## src/pci_rst_cfg.svh

```systemverilog
// Purpose: Constants for the bus reset and clock-run block.
// Assumes: Included by bare name from the two modules; the package does not include it.
// Notes: Definitions only.
`ifndef PCI_RST_CFG_SVH
`define PCI_RST_CFG_SVH

// System control register image
`define SYS_CTRL_HOLD_CLOCK_BIT 1
`define HOLD_CLOCK_RESET 1'h0

// Cycles the device pulls the clock-run line low when it asks to keep the clock
`define CR_DRIVE_CYCLES 2'h2
`define CR_DRIVE_LAST 2'h1
`define CR_CNT_RESET 2'h0

// Wake context reset values
`define WAKE_STATUS_RESET 1'h0
`define WAKE_ENABLE_RESET 1'h0

// Two-flop release synchroniser reset value
`define SYNC_RESET 1'h0

`endif

```

## src/pci_rst_pkg.sv

```systemverilog
// Purpose: Types for the bus reset and clock-run block.
// Assumes: Constants come from pci_rst_cfg.svh.
// Notes: No timescale, package only.
package pci_rst_pkg;

  typedef enum logic [2:0] {
    CR_IDLE  = 3'b001,
    CR_DRIVE = 3'b010,
    CR_WAIT  = 3'b100
  } cr_state_t;

  // Cleared by bus reset unless suspend protects it
  typedef struct packed {
    cr_state_t state;
    logic [1:0] cnt;
    logic hold_clock;
  } core_t;

  // Cleared by global reset only
  typedef struct packed {
    logic wake_status;
    logic wake_enable;
  } ctx_t;

  typedef struct packed {
    logic meta;
    logic held;
  } sync_t;

endpackage : pci_rst_pkg

```

## src/pci_reset_and_clock_run.sv

```systemverilog
// Purpose: Bus reset, global reset and clock-run handling on the bus side.
// Assumes: clk_in is the bus clock; all bus inputs synchronous to it.
// Notes: One output enable gates every bus output buffer of the device.
`timescale 1ns/1ps
`include "pci_rst_cfg.svh"

module pci_reset_and_clock_run (
  input wire logic clk_in,
  input wire logic rst_b_in,
  input wire logic bus_reset_n_in,
  input wire logic suspend_in,
  input wire logic clk_run_in,
  output logic clk_run_out,
  output logic clk_run_oe_out,
  input wire logic cfg_write_in,
  input wire logic [31:0] cfg_data_in,
  input wire logic clock_req_in,
  input wire logic wake_event_in,
  input wire logic wake_enable_wr_in,
  input wire logic wake_enable_in,
  input wire logic wake_clear_in,
  output logic hold_clock_out,
  output logic wake_status_out,
  output logic wake_enable_out,
  output logic out_en_out,
  output logic active_out
);

  logic ctx_rst_b;
  logic core_rst_b;
  logic core_rst_src_b;
  logic need_clock;
  logic cfg_ok;
  pci_rst_pkg::core_t core;
  pci_rst_pkg::core_t next_core;
  pci_rst_pkg::ctx_t ctx;
  pci_rst_pkg::ctx_t next_ctx;

  reset_release_sync u_ctx_sync (
    .clk_in(clk_in),
    .rst_b_in(rst_b_in),
    .rst_sync_b_out(ctx_rst_b)
  );

  // suspend shields state
  // Suspend must be steady around bus reset edges or the core may glitch into reset
  assign core_rst_src_b = rst_b_in & (bus_reset_n_in | suspend_in);

  reset_release_sync u_core_sync (
    .clk_in(clk_in),
    .rst_b_in(core_rst_src_b),
    .rst_sync_b_out(core_rst_b)
  );

  // outputs float
  // Raw pins gate the buffers so they float before any clock edge
  assign out_en_out = rst_b_in & bus_reset_n_in & core_rst_b;
  assign active_out = core_rst_b;

  // No config access while the bus is in reset, even under suspend
  assign cfg_ok = cfg_write_in & bus_reset_n_in;
  assign need_clock = core.hold_clock | clock_req_in;

  always_comb begin
    next_core = core;
    if (cfg_ok) begin
      next_core.hold_clock = cfg_data_in[`SYS_CTRL_HOLD_CLOCK_BIT];
    end
    unique case (core.state)
      pci_rst_pkg::CR_IDLE: begin
        if (clk_run_in && need_clock && bus_reset_n_in) begin
          next_core.state = pci_rst_pkg::CR_DRIVE;
          next_core.cnt = `CR_CNT_RESET;
        end
      end
      pci_rst_pkg::CR_DRIVE: begin
        next_core.cnt = core.cnt + 2'h1;
        if (core.cnt == `CR_DRIVE_LAST) begin
          next_core.state = pci_rst_pkg::CR_WAIT;
        end
      end
      pci_rst_pkg::CR_WAIT: begin
        // Wait for the host to restore the clock before asking again
        if (!clk_run_in) begin
          next_core.state = pci_rst_pkg::CR_IDLE;
        end
      end
      default: begin
        next_core.state = pci_rst_pkg::CR_IDLE;
        next_core.cnt = `CR_CNT_RESET;
      end
    endcase
  end

  always_comb begin
    next_ctx = ctx;
    if (wake_enable_wr_in) begin
      next_ctx.wake_enable = wake_enable_in;
    end
    // Event wins over a clear in the same cycle
    if (wake_clear_in) begin
      next_ctx.wake_status = 1'b0;
    end
    if (wake_event_in) begin
      next_ctx.wake_status = 1'b1;
    end
  end

  always_ff @(posedge clk_in or negedge core_rst_b) begin
    if (!core_rst_b) begin
      core <= {pci_rst_pkg::CR_IDLE, `CR_CNT_RESET, `HOLD_CLOCK_RESET};
    end else begin
      core <= next_core;
    end
  end

  always_ff @(posedge clk_in or negedge ctx_rst_b) begin
    if (!ctx_rst_b) begin
      ctx <= {`WAKE_STATUS_RESET, `WAKE_ENABLE_RESET};
    end else begin
      ctx <= next_ctx;
    end
  end

  assign clk_run_out = 1'b0;
  assign clk_run_oe_out = out_en_out & (core.state == pci_rst_pkg::CR_DRIVE);
  assign hold_clock_out = core.hold_clock;
  assign wake_status_out = ctx.wake_status;
  assign wake_enable_out = ctx.wake_enable;
endmodule : pci_reset_and_clock_run

```

## src/reset_release_sync.sv

```systemverilog
// Purpose: Asynchronous assert, synchronous release of an active-low reset.
// Assumes: clk_in is the bus clock.
// Notes: First flop feeds only the second.
`timescale 1ns/1ps
`include "pci_rst_cfg.svh"

module reset_release_sync (
  input wire logic clk_in,
  input wire logic rst_b_in,
  output logic rst_sync_b_out
);

  pci_rst_pkg::sync_t sync;
  pci_rst_pkg::sync_t next_sync;

  always_comb begin
    next_sync.meta = 1'b1;
    next_sync.held = sync.meta;
  end

  always_ff @(posedge clk_in or negedge rst_b_in) begin
    if (!rst_b_in) begin
      sync <= {`SYNC_RESET, `SYNC_RESET};
    end else begin
      sync <= next_sync;
    end
  end

  assign rst_sync_b_out = sync.held;

endmodule : reset_release_sync

```

## config.mk

```make
export PLATFORM = sky130hd
export DESIGN_NAME = pci_reset_and_clock_run
export DESIGN_NICKNAME = d
export VERILOG_FILES = /design/src/pci_rst_pkg.sv /design/src/pci_reset_and_clock_run.sv /design/src/reset_release_sync.sv
export VERILOG_INCLUDE_DIRS = /design/src /design/src/src
export SDC_FILE = /design/constraint.sdc
export NUM_CORES = 1
export LEC_CHECK = 0
export BUFFER_PORTS_ARGS = -buffer_cell sky130_fd_sc_hd__buf_2
export CAP_MARGIN = 20
export CORE_UTILIZATION = 35
export CTS_CLUSTER_DIAMETER = 80
export DETAILED_ROUTE_END_ITERATION = 8
export HOLD_SLACK_MARGIN = 0.05
export PLACE_DENSITY = 0.86
export REMOVE_ABC_BUFFERS = 1
export SYNTH_ARGS = -nofsm -noshare
export SYNTH_HDL_FRONTEND = slang
export SYNTH_HIERARCHICAL = 1
export SYNTH_SLANG_ARGS = --single-unit
```

## constraint.sdc

```tcl
create_clock -name clk_in -period 1.45 [get_ports clk_in]
set_clock_uncertainty 0.1 [all_clocks]
set_input_delay 0.29 -clock clk_in [delete_from_list [all_inputs] [get_ports clk_in]]
set_output_delay 0.29 -clock clk_in [all_outputs]
set_load 0.05 [all_outputs]
```

---- Yosys cells after proc, flatten, opt, wreduce, memory -nomap -nowiden ----
Cells that the tools add are included.
cells by class
  add/sub/neg operators ................... 1
  equal/unequal tests ..................... 7
  multiplexer cells ....................... 7
  bitwise operators ....................... 8
  reduce and logical (&&, ||, !) cells .... 5
operators by type and width
  operator               count
  $pmux W3 S3            1
  $mux W3                2
  $ne A2 B2 Y1 const B   3
  $pmux W2 S3            1
  $and A1 B1 Y1          5
  $mux W5                1
  $eq A3 B1 Y1 const B   1
  $eq A3 B2 Y1 const B   1
  $eq A3 B3 Y1 const B   1
  $reduce_and A3 Y1      1
  $add A2 B1 Y2 const B  1
  $eq A2 B1 Y1 const B   1
  $logic_and A1 B1 Y1    2
  $mux W1                2
  $or A1 B1 Y1           2
  $reduce_and A2 Y1      1
  $reduce_bool A2 Y1     1
  $not A1 Y1             1
storage, ports and cells
  bits in registers ....................... 12
  input port bits ......................... 43
  output and inout bits ................... 7
  logic and storage cells ................. 37

---- Depth between registers and ports, before layout ----
  depth after elaboration ................. 5
  depth in mapped cells ................... 4
  depth with buffers taken out ............ 4

---- Modules after synthesis ----
The synthesis kept the hierarchy.
by module, submodules not included
  module                   times used  cells an instance  area each (um^2)  seq. area each (um^2)
  pci_reset_and_clock_run  1           41                 426.7             201.4
  reset_release_sync       2           3                  53.8              50.0

---- Worst setup path after synthesis ----
OpenSTA, ideal clock, no wires.
  path kind ............................... register to output
  from .................................... reg u_core_sync.sync (netlist bit u_core_sync/rst_sync_b_out)
  to ...................................... out clk_run_oe_out
  arrival ................................. 2,533 ps
  slack ................................... -1,473 ps
  stages on the path, launching flop included .. 3
  path buffers ............................ 0
  path through ............................ dfrtp_1 -> and3_1 -> nor3b_1
between the ends
  word-level cells in the longest chain between the ends .. 2
RTL lines
  what                    RTL line                        RTL
  from (decl)             reset_release_sync.sv:13        pci_rst_pkg::sync_t sync;
  from (signal assigned)  reset_release_sync.sv:23        sync <= {`SYNC_RESET, `SYNC_RESET};
  from (signal assigned)  reset_release_sync.sv:25        sync <= next_sync;
  $and A1 B1 Y1           pci_reset_and_clock_run.sv:57   assign out_en_out = rst_b_in & bus_reset_n_in & core_rst_b;
  via out_en_out          pci_reset_and_clock_run.sv:25   output logic out_en_out,
  $and A1 B1 Y1           pci_reset_and_clock_run.sv:126  assign clk_run_oe_out = out_en_out & (core.state == pci_rst_pkg::CR_DRIVE);
  to (decl)               pci_reset_and_clock_run.sv:14   output logic clk_run_oe_out,
The timed path passes the listed nets, and every way through them passes these cells.

---- Final worst setup path ----
  from .................................... reg u_core_sync.sync (netlist bit u_core_sync/rst_sync_b_out)
  to ...................................... out clk_run_oe_out
between the ends
  word-level cells in the longest chain between the ends .. 2
RTL lines
  what           RTL line
  $and A1 B1 Y1  pci_reset_and_clock_run.sv:57
  $and A1 B1 Y1  pci_reset_and_clock_run.sv:126
No other way between the ends.

==> results.json <==
{
  "seqCellArea_um2": 302,
  "setup-tns-final_ns": -0.177,
  "grt_start_max_net_pins": 9,
  "dp_hpwl_um": 876,
  "overflow": 0,
  "yosysWarnings": 6,
  "fin_ws_ns": -0.140,
  "ir_worst_vdd_v": 0.000668,
  "fin_cells": 91,
  "hold_class": "in -> reg",
  "place_inst": 83,
  "ant_nets": 0,
  "worstPathRequired_ns": 1.06,
  "clock_path_buffers": 2,
  "cp-startpoint": "u_core_sync/rst_sync_b_out$_DFF_PN0_",
  "r2r-end": "core[1]$_DFFE_PN0P_",
  "cts_tree": "built",
  "place_congestion": 0.783,
  "slew_violations": 0,
  "grt_pass1_wl_mm": 1.88,
  "leakage_nw": 0.380,
  "setup.worst_path.end": "clk_run_oe_out",
  "synth.avg_cell_area_um2": 11.4,
  "htreeDepth": 1,
  "dr_wl_met3_um": 35,
  "path_buf_inv": 1,
  "row_count": 13,
  "path_class": "reg -> out",
  "track_usage": 0.182,
  "fin_area_um2": 767,
  "first_pass_iters": 4,
  "dr.max_layer_used": "met4",
  "hold_viol": 0,
  "drc": 0,
  "core-area_um2": 1370,
  "powerDensity_nw_per_um2": 989,
  "path_delay_family": "flip-flops",
  "vias_per_cell": 5.05,
  "start_kind": "register",
  "cts_setup_buffers": 0,
  "fp.dieW_um": 41.1,
  "status": "finished, violations left",
  "fin_crit_sh": 1.10,
  "slowest_delay_ns": 0.38,
  "place_ws_ns": 0.0479,
  "m1WireLength_um": 460,
  "fillCellCount": 124,
  "drt_first_iter_violations": 9,
  "cp_cell_sequence": "and3_4 -> nor3b_4 -> buf_6",
  "yosysSeqAreaShare": 0.564,
  "drt-total-wl_mm": 1.26,
  "num-nets-final": 121,
  "clk_latency_ns": 0.27,
  "drive_above_1_share": 0.421,
  "drt-wirelength-per-cell_um": 13.8,
  "violations": "negative setup slack",
  "top_level_ports": 50,
  "die_y_um": 41.1,
  "place_area_um2": 664,
  "syn_area_um2": 534,
  "num_vias": 460,
  "fmax_mhz": 629,
  "place.port_buffers": 17,
  "syn_inst": 47,
  "die_area_um2": 1690,
  "rsz0062_at_grt": "true",
  "critPathArrivalTime_ns": 1.20,
  "cts_root_buffer": "clkbuf_4",
  "clk_pin_slew_ns": 0.08,
  "n_antenna_cell": 0,
  "met2_length_um": 705,
  "ys_types": 25,
  "critPathSlowestCell": "dfrtp_1",
  "clkSinkCount": 12,
  "maxCapViolations": 0,
  "path_max_fanout": 2,
  "reg2regPathDepth": 3,
  "synth_seq_cells": 12,
  "cts_buffers": 3,
  "min_period_ns": 1.59,
  "hold_ws_ns": 0.0925,
  "antenna_found_initial": 0,
  "r2r_slack_ns": 0.15,
  "r2r_start": "core[3]$_DFFE_PN1P_",
  "path_depth": 3,
  "multi_input_area_um2": 230,
  "end_kind": "primary output",
  "finalSetupViolations": 2,
  "start_util": 0.391,
  "area_delta_synth_final_pct": 43.6,
  "grt_pass1_vias": 445
}
final cells by class:
| class | count | share of cell area |
|---|---|---|
| sequential | 12 | 0.393 |
| inverter | 2 | 0.00979 |
| clock buffer | 4 | 0.0343 |
| multi-input combinational | 31 | 0.300 |
| timing repair buffer | 27 | 0.238 |
| tap | 15 | 0.0245 |
routing by layer:
metal	GRT usage	vias to the layer above
met5	0	-
met4	0.125	0
met3	0.0489	6
met2	0.289	11
met1	0.211	229
li1	-	214
timing repair:
item,CTS,global route
gates resized for setup,4,5
hold buffers,4,0
endpoints found under the setup margin,1,3
endpoints found under the hold margin,6,0
pin swaps,1,1
cells in the mapped netlist:
cell        n  area, µm²
a211o_1     1       8.76
a21o_1      1       7.51
a21oi_1     2       10.0
and3_1      1       6.26
buf_4       1       7.51
buf_6       1       11.3
conb_1      3       11.3
dfrtp_1    11        275
dfstp_2     1       26.3
ha_1        1       12.5
inv_1       2       7.51
mux2_1      1       11.3
mux2_2      1       11.3
nand2_1     3       11.3
nand2b_1    3       18.8
nand3b_1    2       15.0
nor2_1      1       3.75
nor3_1      4       20.0
nor3b_1     1       7.51
nor3b_2     1       12.5
o211ai_1    1       7.51
o21a_1      1       7.51
o22a_1      1       8.76
o2bb2ai_1   1       8.76
or2_1       1       6.26
worst min-delay path by stage:
| stage | startpoint | endpoint | cells after the start |
|---|---|---|---|
| CTS | u_core_sync/rst_sync_b_out$_DFF_PN0_ | core[5]$_DFFE_PN0P_ | 1 |
| global placement | u_ctx_sync/rst_sync_b_out$_DFF_PN0_ | wake_status_out$_DFFE_PN0P_ | 0 |
| detailed placement | u_ctx_sync/rst_sync_b_out$_DFF_PN0_ | wake_status_out$_DFFE_PN0P_ | 0 |
| floorplan | rst_b_in | u_ctx_sync/next_sync[0]$_DFF_PN0_ | 0 |
| global route | wake_event_in | wake_status_out$_DFFE_PN0P_ | 2 |
| finish | wake_event_in | wake_status_out$_DFFE_PN0P_ | 2 |
power breakdown:
part,switching [mW],leakage [nW],internal [mW]
clock network,0.106,0.0150,0.106
registers,0.0221,0.147,0.360
logic,0.0967,0.218,0.0680
sequential cells by signal, summed over array words and instances, names as in the netlist:
name                        cells
core                            5
hold_clock_out                  1
u_core_sync/next_sync           1
u_core_sync/rst_sync_b_out      1
u_ctx_sync/next_sync            1
u_ctx_sync/rst_sync_b_out       1
wake_enable_out                 1
wake_status_out                 1
placed cells by master, fill, tap and decap left out, drive strengths merged, types with 3 or more instances in the layout:
master	n
dlygate4sd3	4
nand2b	3
nand2	3
clkbuf	4
conb	3
nor3	4
buf	23
dfrtp	11
metrics by stage:
| step | util | total power [mW] |
|---|---|---|
| floorplan | - | 0.472 |
| finish | 0.561 | 0.759 |
| CTS | 0.549 | 0.755 |
| global route | 0.561 | 0.786 |
| global placement | 0.486 | 0.523 |
| detailed placement | 0.486 | 0.532 |
worst register-to-register path: cells and delay by family, from the launching register on:
| family | cells | cell delay [ns] |
|---|---|---|
| flops | 1 | 0.62 |
| compound gates | 1 | 0.27 |
| simple gates | 2 | 0.20 |
kinds of logic (layout without fill, tap and decap cells):
kind of cell	count (synthesis)	after routing	share of synthesized area
buffers and inverters	4	33	0.0492
DFF	12	12	0.564
other	3	3	0.0211
AOI/OAI and AO/OA	8	8	0.110
muxes	2	2	0.0422
and+or+nand+nor	17	17	0.190
adders and majority gates	1	1	0.0234
Power figures use the tool's default switching activity.
